**src/rtl/wscr_pkg.sv**
```systemverilog
// Package: offsets, field layouts, reset and fail-safe patterns of the wake control registers
package wscr_pkg;

  // ****************************************************************
  // Register offsets on the serial control port
  // ****************************************************************
  localparam logic [6:0] WSCR_ADDR_INT = 7'h06;
  localparam logic [6:0] WSCR_ADDR_EXT = 7'h07;

  // ****************************************************************
  // Field positions
  // ****************************************************************
  localparam int WSCR_INT_TIMER_B_BIT = 7;
  localparam int WSCR_INT_TIMER_A_BIT = 6;
  localparam int WSCR_INT_WD_UP_BIT   = 2;
  localparam int WSCR_EXT_GLOBAL_BIT  = 7;
  localparam int WSCR_EXT_MEAS_BIT    = 5;
  localparam int WSCR_EXT_PIN3_BIT    = 2;
  localparam int WSCR_EXT_PIN2_BIT    = 1;
  localparam int WSCR_EXT_PIN1_BIT    = 0;
  localparam int WSCR_PIN_COUNT       = 3;
  localparam int WSCR_SRC_COUNT       = 5;

  // ****************************************************************
  // Implemented bits, reset and restart patterns
  // ****************************************************************
  localparam logic [7:0] WSCR_INT_RW_MASK      = 8'hC4;
  localparam logic [7:0] WSCR_EXT_RW_MASK      = 8'hA7;
  localparam logic [7:0] WSCR_INT_RESET        = 8'h00;
  localparam logic [7:0] WSCR_EXT_RESET        = 8'h07;
  localparam logic [7:0] WSCR_INT_RESTART_KEEP = 8'hC0;
  localparam logic [7:0] WSCR_EXT_RESTART_KEEP = 8'hA7;

  // ****************************************************************
  // Fail-safe patterns: keep mask and forced value per register
  // ****************************************************************
  localparam logic [7:0] WSCR_FS_EXT_KEEP  = 8'hA0;
  localparam logic [7:0] WSCR_FS_EXT_VAL   = 8'h07;
  localparam logic [7:0] WSCR_FS_BUS1_KEEP = 8'hE0;
  localparam logic [7:0] WSCR_FS_BUS1_VAL  = 8'h09;
  localparam logic [7:0] WSCR_FS_BUS2_KEEP = 8'h00;
  localparam logic [7:0] WSCR_FS_BUS2_VAL  = 8'h01;

  // ****************************************************************
  // Carriers
  // ****************************************************************
  typedef struct packed {
    logic       wr;
    logic       rd;
    logic [6:0] addr;
    logic [7:0] wdata;
  } wscr_req_t;

  typedef struct packed {
    logic       timer_b_wake_en;
    logic       timer_a_wake_en;
    logic       stop_wd_off_upper;
    logic       int_global;
    logic       meas_sel;
    logic [2:0] pin_wake_en;
  } wscr_cfg_t;

endpackage

```
**src/rtl/wscr_sync.sv**
```systemverilog
// Two-flop synchroniser for the high-voltage wake pin levels
`timescale 1ns/1ns
module wscr_sync
  import wscr_pkg::*;
(
  // Clock and reset
  input  wire logic                      core_clk_i,
  input  wire logic                      rst_n_i,
  // Asynchronous levels in, synchronised levels out
  input  wire logic [WSCR_PIN_COUNT-1:0] async_i,
  output logic      [WSCR_PIN_COUNT-1:0] sync_o
);

  logic [WSCR_PIN_COUNT-1:0] meta;

  // First stage feeds only the second stage
  always_ff @(posedge core_clk_i) begin
    if (!rst_n_i) begin
      meta   <= '0;
      sync_o <= '0;
    end else begin
      meta   <= async_i;
      sync_o <= meta;
    end
  end

endmodule

```
**src/rtl/wscr_wake_qual.sv**
```systemverilog
// Wake source qualification and interrupt trigger policy
`timescale 1ns/1ns
module wscr_wake_qual
  import wscr_pkg::*;
(
  // Clock and reset
  input  wire logic                      core_clk_i,
  input  wire logic                      rst_n_i,
  // Configuration and raw events
  input  wire wscr_cfg_t                 cfg_i,
  input  wire logic [WSCR_PIN_COUNT-1:0] pin_sync_i,
  input  wire logic                      timer_a_tick_i,
  input  wire logic                      timer_b_tick_i,
  input  wire logic                      status_event_i,
  // Qualified results
  output logic [WSCR_SRC_COUNT-1:0]      wake_src_o,
  output logic                           wake_event_o,
  output logic                           int_trigger_o
);

  logic [WSCR_PIN_COUNT-1:0] pin_prev;
  logic [WSCR_PIN_COUNT-1:0] pin_rise;
  logic [WSCR_PIN_COUNT-1:0] pin_en_eff;
  logic [WSCR_SRC_COUNT-1:0] next_src;

  // Measurement use takes pins one and two out of the wake path [RL6]
  assign pin_en_eff = cfg_i.pin_wake_en & {1'b1, ~cfg_i.meas_sel, ~cfg_i.meas_sel};
  assign pin_rise   = pin_sync_i & ~pin_prev;
  // Pin and timer wakes pass only when enabled [RL1] [RL2] [RL8]
  assign next_src   = {timer_b_tick_i & cfg_i.timer_b_wake_en,
                       timer_a_tick_i & cfg_i.timer_a_wake_en,
                       pin_rise & pin_en_eff};

  // Previous pin level for rising-edge wake detection
  always_ff @(posedge core_clk_i) begin
    if (!rst_n_i) begin
      pin_prev <= '0;
    end else begin
      pin_prev <= pin_sync_i;
    end
  end

  // Wakes always interrupt; other status only under global policy [RL5]
  always_ff @(posedge core_clk_i) begin
    if (!rst_n_i) begin
      wake_src_o    <= '0;
      wake_event_o  <= 1'b0;
      int_trigger_o <= 1'b0;
    end else begin
      wake_src_o    <= next_src;
      wake_event_o  <= |next_src;
      int_trigger_o <= (|next_src) | (status_event_i & cfg_i.int_global);
    end
  end

endmodule

```
**src/rtl/wscr_regs.sv**
```systemverilog
// Wake source control register pair with fail-safe and restart handling
//
// Functional notes
// RL1 - Bit 7 enables second cyclic timer wake
// RL2 - Bit 6 enables first cyclic timer wake
// RL3 - Bit 2 stop watchdog upper, device updatable
// RL4 - Reserved bits always read as zero
// RL5 - Global bit: all status raises interrupt
// RL6 - Measure select ignores pin one/two enables
// RL7 - Measure runs in normal mode; host ignores
// RL8 - Bits 2..0 enable wake pins three..one
// RL9 - Bus wakes use bus control modes
// RL10 - Fail-safe forces wake-enabling patterns
// RL11 - Internal register reset zero; restart keeps timers
// RL12 - External register reset 07; restart keeps fields
// RL13 - Writes to reserved bits are ignored
`timescale 1ns/1ns
module wscr_regs
  import wscr_pkg::*;
(
  // Clock and reset (power-on or soft reset)
  input  wire logic                      core_clk_i,
  input  wire logic                      rst_n_i,
  // Register access from the serial port decoder
  input  wire wscr_req_t                 req_i,
  output logic [7:0]                     rdata_o,
  output logic                           rvalid_o,
  // Device mode events
  input  wire logic                      restart_i,
  input  wire logic                      fail_safe_entry_i,
  input  wire logic                      normal_mode_i,
  // Device update of the stop watchdog upper bit
  input  wire logic                      wd_upper_we_i,
  input  wire logic                      wd_upper_val_i,
  // Wake and status sources
  input  wire logic [WSCR_PIN_COUNT-1:0] wake_pin_i,
  input  wire logic                      timer_a_tick_i,
  input  wire logic                      timer_b_tick_i,
  input  wire logic                      status_event_i,
  // Configuration and results
  output wscr_cfg_t                      cfg_o,
  output logic [WSCR_SRC_COUNT-1:0]      wake_src_o,
  output logic                           wake_event_o,
  output logic                           int_trigger_o,
  output logic                           measure_run_o,
  output logic                           bus_ctrl_force_o
);

  // ****************************************************************
  // Storage and decode
  // ****************************************************************
  logic [7:0]                int_reg;
  logic [7:0]                ext_reg;
  logic [7:0]                next_int;
  logic [WSCR_PIN_COUNT-1:0] pin_sync;
  logic                      wr_int;
  logic                      wr_ext;

  // Shared address match used by write and read paths
  function automatic logic addr_hit(input logic [6:0] a, input logic [6:0] reg_addr);
    addr_hit = (a == reg_addr);
  endfunction

  // Read mux, unmapped addresses return zero
  function automatic logic [7:0] read_mux(input logic [6:0] a,
                                          input logic [7:0] ri,
                                          input logic [7:0] re);
    read_mux = 8'h00;
    if (addr_hit(a, WSCR_ADDR_INT)) begin
      read_mux = ri & WSCR_INT_RW_MASK;
    end else if (addr_hit(a, WSCR_ADDR_EXT)) begin
      read_mux = re & WSCR_EXT_RW_MASK;
    end
  endfunction

  assign wr_int = req_i.wr & addr_hit(req_i.addr, WSCR_ADDR_INT);
  assign wr_ext = req_i.wr & addr_hit(req_i.addr, WSCR_ADDR_EXT);

  // ****************************************************************
  // Internal wake register
  // ****************************************************************

  // Host write merged with device update; device update wins the bit
  always_comb begin
    next_int = int_reg;
    if (wr_int) begin
      next_int = req_i.wdata & WSCR_INT_RW_MASK; // [RL1] [RL2] [RL13]
    end
    if (wd_upper_we_i) begin
      next_int[WSCR_INT_WD_UP_BIT] = wd_upper_val_i; // [RL3]
    end
  end

  // Restart outranks writes so a stale write cannot survive it
  always_ff @(posedge core_clk_i) begin
    if (!rst_n_i) begin
      int_reg <= WSCR_INT_RESET; // [RL11]
    end else if (restart_i) begin
      int_reg <= int_reg & WSCR_INT_RESTART_KEEP; // [RL11]
    end else begin
      int_reg <= next_int;
    end
  end

  // ****************************************************************
  // External wake register
  // ****************************************************************

  // Fail-safe first: the device must stay wakeable whatever the host did
  always_ff @(posedge core_clk_i) begin
    if (!rst_n_i) begin
      ext_reg <= WSCR_EXT_RESET; // [RL12]
    end else if (fail_safe_entry_i) begin
      ext_reg <= (ext_reg & WSCR_FS_EXT_KEEP) | WSCR_FS_EXT_VAL; // [RL10]
    end else if (restart_i) begin
      ext_reg <= ext_reg & WSCR_EXT_RESTART_KEEP; // [RL12]
    end else if (wr_ext) begin
      ext_reg <= req_i.wdata & WSCR_EXT_RW_MASK; // [RL5] [RL6] [RL8] [RL13]
    end
  end

  // Bus control registers live elsewhere; they take their patterns on this pulse
  always_ff @(posedge core_clk_i) begin
    if (!rst_n_i) begin
      bus_ctrl_force_o <= 1'b0;
    end else begin
      bus_ctrl_force_o <= fail_safe_entry_i; // [RL10]
    end
  end

  // ****************************************************************
  // Read path and configuration view
  // ****************************************************************

  // Registered read data, reserved positions forced low
  always_ff @(posedge core_clk_i) begin
    if (!rst_n_i) begin
      rdata_o  <= 8'h00;
      rvalid_o <= 1'b0;
    end else begin
      rvalid_o <= req_i.rd;
      if (req_i.rd) begin
        rdata_o <= read_mux(req_i.addr, int_reg, ext_reg); // [RL4]
      end
    end
  end

  // Field view of the stored bits
  assign cfg_o.timer_b_wake_en   = int_reg[WSCR_INT_TIMER_B_BIT];
  assign cfg_o.timer_a_wake_en   = int_reg[WSCR_INT_TIMER_A_BIT];
  assign cfg_o.stop_wd_off_upper = int_reg[WSCR_INT_WD_UP_BIT];
  assign cfg_o.int_global        = ext_reg[WSCR_EXT_GLOBAL_BIT];
  assign cfg_o.meas_sel          = ext_reg[WSCR_EXT_MEAS_BIT];
  assign cfg_o.pin_wake_en       = {ext_reg[WSCR_EXT_PIN3_BIT],
                                    ext_reg[WSCR_EXT_PIN2_BIT],
                                    ext_reg[WSCR_EXT_PIN1_BIT]};

  // Measurement only runs in normal mode; pin level status is then meaningless
  always_ff @(posedge core_clk_i) begin
    if (!rst_n_i) begin
      measure_run_o <= 1'b0;
    end else begin
      measure_run_o <= cfg_o.meas_sel & normal_mode_i; // [RL7]
    end
  end

  // ****************************************************************
  // Wake path
  // ****************************************************************
  wscr_sync u_sync (
    .core_clk_i (core_clk_i),
    .rst_n_i    (rst_n_i),
    .async_i    (wake_pin_i),
    .sync_o     (pin_sync)
  );

  wscr_wake_qual u_qual (
    .core_clk_i     (core_clk_i),
    .rst_n_i        (rst_n_i),
    .cfg_i          (cfg_o),
    .pin_sync_i     (pin_sync),
    .timer_a_tick_i (timer_a_tick_i),
    .timer_b_tick_i (timer_b_tick_i),
    .status_event_i (status_event_i),
    .wake_src_o     (wake_src_o),
    .wake_event_o   (wake_event_o),
    .int_trigger_o  (int_trigger_o)
  );
endmodule

```
**config.mk**
```make
export PLATFORM = sky130hd
export DESIGN_NAME = wscr_regs
export DESIGN_NICKNAME = d
export VERILOG_FILES = /design/src/rtl/wscr_pkg.sv /design/src/rtl/wscr_sync.sv /design/src/rtl/wscr_wake_qual.sv /design/src/rtl/wscr_regs.sv
export SDC_FILE = /design/constraint.sdc
export NUM_CORES = 1
export LEC_CHECK = 0
export BUFFER_PORTS_ARGS = -buffer_cell sky130_fd_sc_hd__buf_2
export CAP_MARGIN = 20
export CELL_PAD_IN_SITES_DETAIL_PLACEMENT = 1
export CELL_PAD_IN_SITES_GLOBAL_PLACEMENT = 1
export CORE_MARGIN = 2
export CORE_UTILIZATION = 30
export CTS_CLUSTER_DIAMETER = 200
export CTS_CLUSTER_SIZE = 10
export DETAILED_ROUTE_END_ITERATION = 8
export PLACE_DENSITY = 0.7
export SLEW_MARGIN = 10
export SYNTH_ARGS = -nofsm -noshare
export SYNTH_HDL_FRONTEND = slang
export SYNTH_SLANG_ARGS = --single-unit
```
**constraint.sdc**
```tcl
create_clock -name core_clk_i -period 1.1 [get_ports core_clk_i]
set_input_delay 0.055 -clock core_clk_i [delete_from_list [all_inputs] [get_ports core_clk_i]]
set_output_delay 0.055 -clock core_clk_i [all_outputs]
set_load 0.05 [all_outputs]
```
==> flow_summary.toml <==
[outcome]
outcome = "finished, final reports clean"

[floorplanning]
rows = 23
initial_core_util = 0.315
coreArea_um2 = 4030
ios = 56
dieArea_um2 = 4770
die_x_um = 69.0
fp.dieH_um = 69.0

[clocking]
cts_setup_buffers = 0
htreeDepth = 2
clk_pin_slew_ns = 0.07
max-clock-path-buffers = 2
cts_tree = "done"
tritoncts.num_buffers = 5
cts.sinks = 33
cts-root-buf = "clkbuf_8"
clkLatencyLatePin_ns = 0.28

[cells_and_area]
final_area_um2 = 1830
nFillCells = 484
drive_gt1_frac = 0.454
utilization = 0.453
stdcell_count = 244
largest_reg_flops = 6
area_growth_syn_to_layout_pct = 43.9
multi_input_comb_area_um2 = 599
diodes = 0
seqCellArea_um2 = 673
finalNetCount = 223

[logic_synthesis]
syn_inst = 124
yosys_warnings = 0
synth_area_um2 = 1270
ys_seq_elements = 33
ys_types = 34
postSynth.asyncResetShare = 0
synth_edf_count = 0
avgSynthCellArea_um2 = 10.2
yosysSeqAreaShare = 0.521
synth_ff_type = "dfxtp_1"

[pwr]
peakVddDrop_uv = 409
powerDensity_nw_per_um2 = 1300
power_leakage_uw = 0.000845

[global_route]
track_usage = 0.158
antenna_found_initial = 0
grt_pass1_wl_um = 5840
grt_overflow_total = 0
grt_max_degree = 15
grt_pass1_vias = 1197

[place]
port_buffers = 51
dpl_cell_area_um2 = 1660
gp_congestion = 0.732
hpwl_um = 2720
placed_cells = 231

[route]
avgViaCountPerCell = 4.81
firstDrtPassIters = 4
vias = 1173
routed_wl_um = 3450
drc = 0
wl_per_cell_um = 14.1
final_antenna_net_count = 0
drtIter0Drc = 30

[setup_path]
worstRegToRegCells = 3
cp.arrival_ns = 1.24
startpoint_type = "register"
crit_path_end_kind = "register"
required_ns = 1.27
critPathKind = "reg -> reg"
path_max_fanout = 5
r2r_slack_ns = 0.04

[min_path]
hp-class = "in -> reg"
holdPathStages = 3

[sta]
finalSetupViolations = 0
period_share = 0.968
setup_tns_ns = 0
hold_violations = 0
clock.fmax_mhz = 939
grt_setup_unrepaired = "yes"
slew_viol_final = 0
worst_clock_skew_ns = 0.00491
min_period_ns = 1.06

[flow_run]
maxCapViolCount = 0
## Yosys cell counts (all sizes together), types with 2 or more instances
library cell   n  area [um2]
inv            2        7.51
dfxtp         33         661
nand2          9        33.8
and2          13        81.3
nor4           4        25.0
and3           3        18.8
buf            3        26.3
mux2i          4        40.0
nand3          2        10.0
nor2           3        11.3
nand2b         4        25.0
nand4          4        25.0
a31oi          3        18.8
and3b          2        17.5
nand3b         3        22.5
o21ai          7        35.0
clkbuf         4        15.0
nor2b          3        18.8
mux2           2        22.5
a21oi          3        15.0
nor4bb         2        20.0
## timing repair
action	CTS	global route
resized for setup	1	7
gates cloned	0	0
endpoints found under the setup margin	1	3
pin swaps	0	1
hold endpoints to repair	4	1
hold buffers	4	1
## critical path, cell delays in order (launching register included)
cell and delay [ns]:
dfxtp_2 0.34, and3b_1 0.22, nor4_4 0.31, o21ai_1 0.08
## final timing paths
| kind | from | endpoint |
|---|---|---|
| worst max register to register | ext_reg[2] | u_qual.int_trigger_o |
| worst min register to register | u_sync.meta[1] | u_sync.sync_o[1] |
| worst max-delay path | ext_reg[2] | u_qual.int_trigger_o |
| worst min-delay path | status_event_i | u_qual.int_trigger_o |
## kinds of logic (layout without fill, tap and decap cells)
family,count (synthesis),count (layout),synth area share
other,1,2,0.00296
buffers and inverters,9,78,0.0385
DFF,33,33,0.521
AOI/OAI and AO/OA,17,17,0.0927
muxes,6,6,0.0493
and+or+nand+nor,58,58,0.296
## area by class of cell
cell class                 instances  area share
tap                               50      0.0343
clock inverter                     2     0.00548
sequential                        33       0.369
multi-input combinational         83       0.328
inverter                           2     0.00411
clock buffer                       6      0.0398
timing repair buffer              68       0.219
## through the flow
stage	worst slack, ns	power, uW	hold slack [ns]
after floorplan	-0.0312	1410	0.115
after CTS	0.000721	2400	0.00671
after global routing	-0.0434	2510	0.0238
after detailed placement	-0.0456	1510	0.248
after global placement	-0.00842	1500	0.242
final	0.0352	2380	0.0134
## cell usage in the layout (no fill, tap or decap), drive strengths merged, types with 2 or more instances in the layout
cell type and count:
nor2b 3, a21oi 3, inv 2, mux2i 4
dfxtp 33, clkbuf 7, and3b 2, mux2 2
o21ai 7, dlygate4sd3 5, nand2 9, buf 62
nor4bb 2, clkinv 2, conb 2, nand3b 3
nor2 3, and2 13, nor4 4, and3 3
nand3 2, a31oi 3, nand2b 4, nand4 4
## metal layers
metal / vias up / global-route usage / routed length, um
met2: 46 / 0.257 / 1790
met5: - / 0 / 0
li1: 573 / - / -
met1: 550 / 0.181 / 1350
met4: 0 / 0.0719 / 55
met3: 4 / 0.0629 / 260
## power breakdown
group          internal (uW)  switching, uW  leakage (uW)
clock                    438            434     0.0000450
sequential              1220           8.66      0.000270
combinational            116            161      0.000530
total                   1770            604      0.000845
No activity file was read; power rests on OpenSTA's default activity.
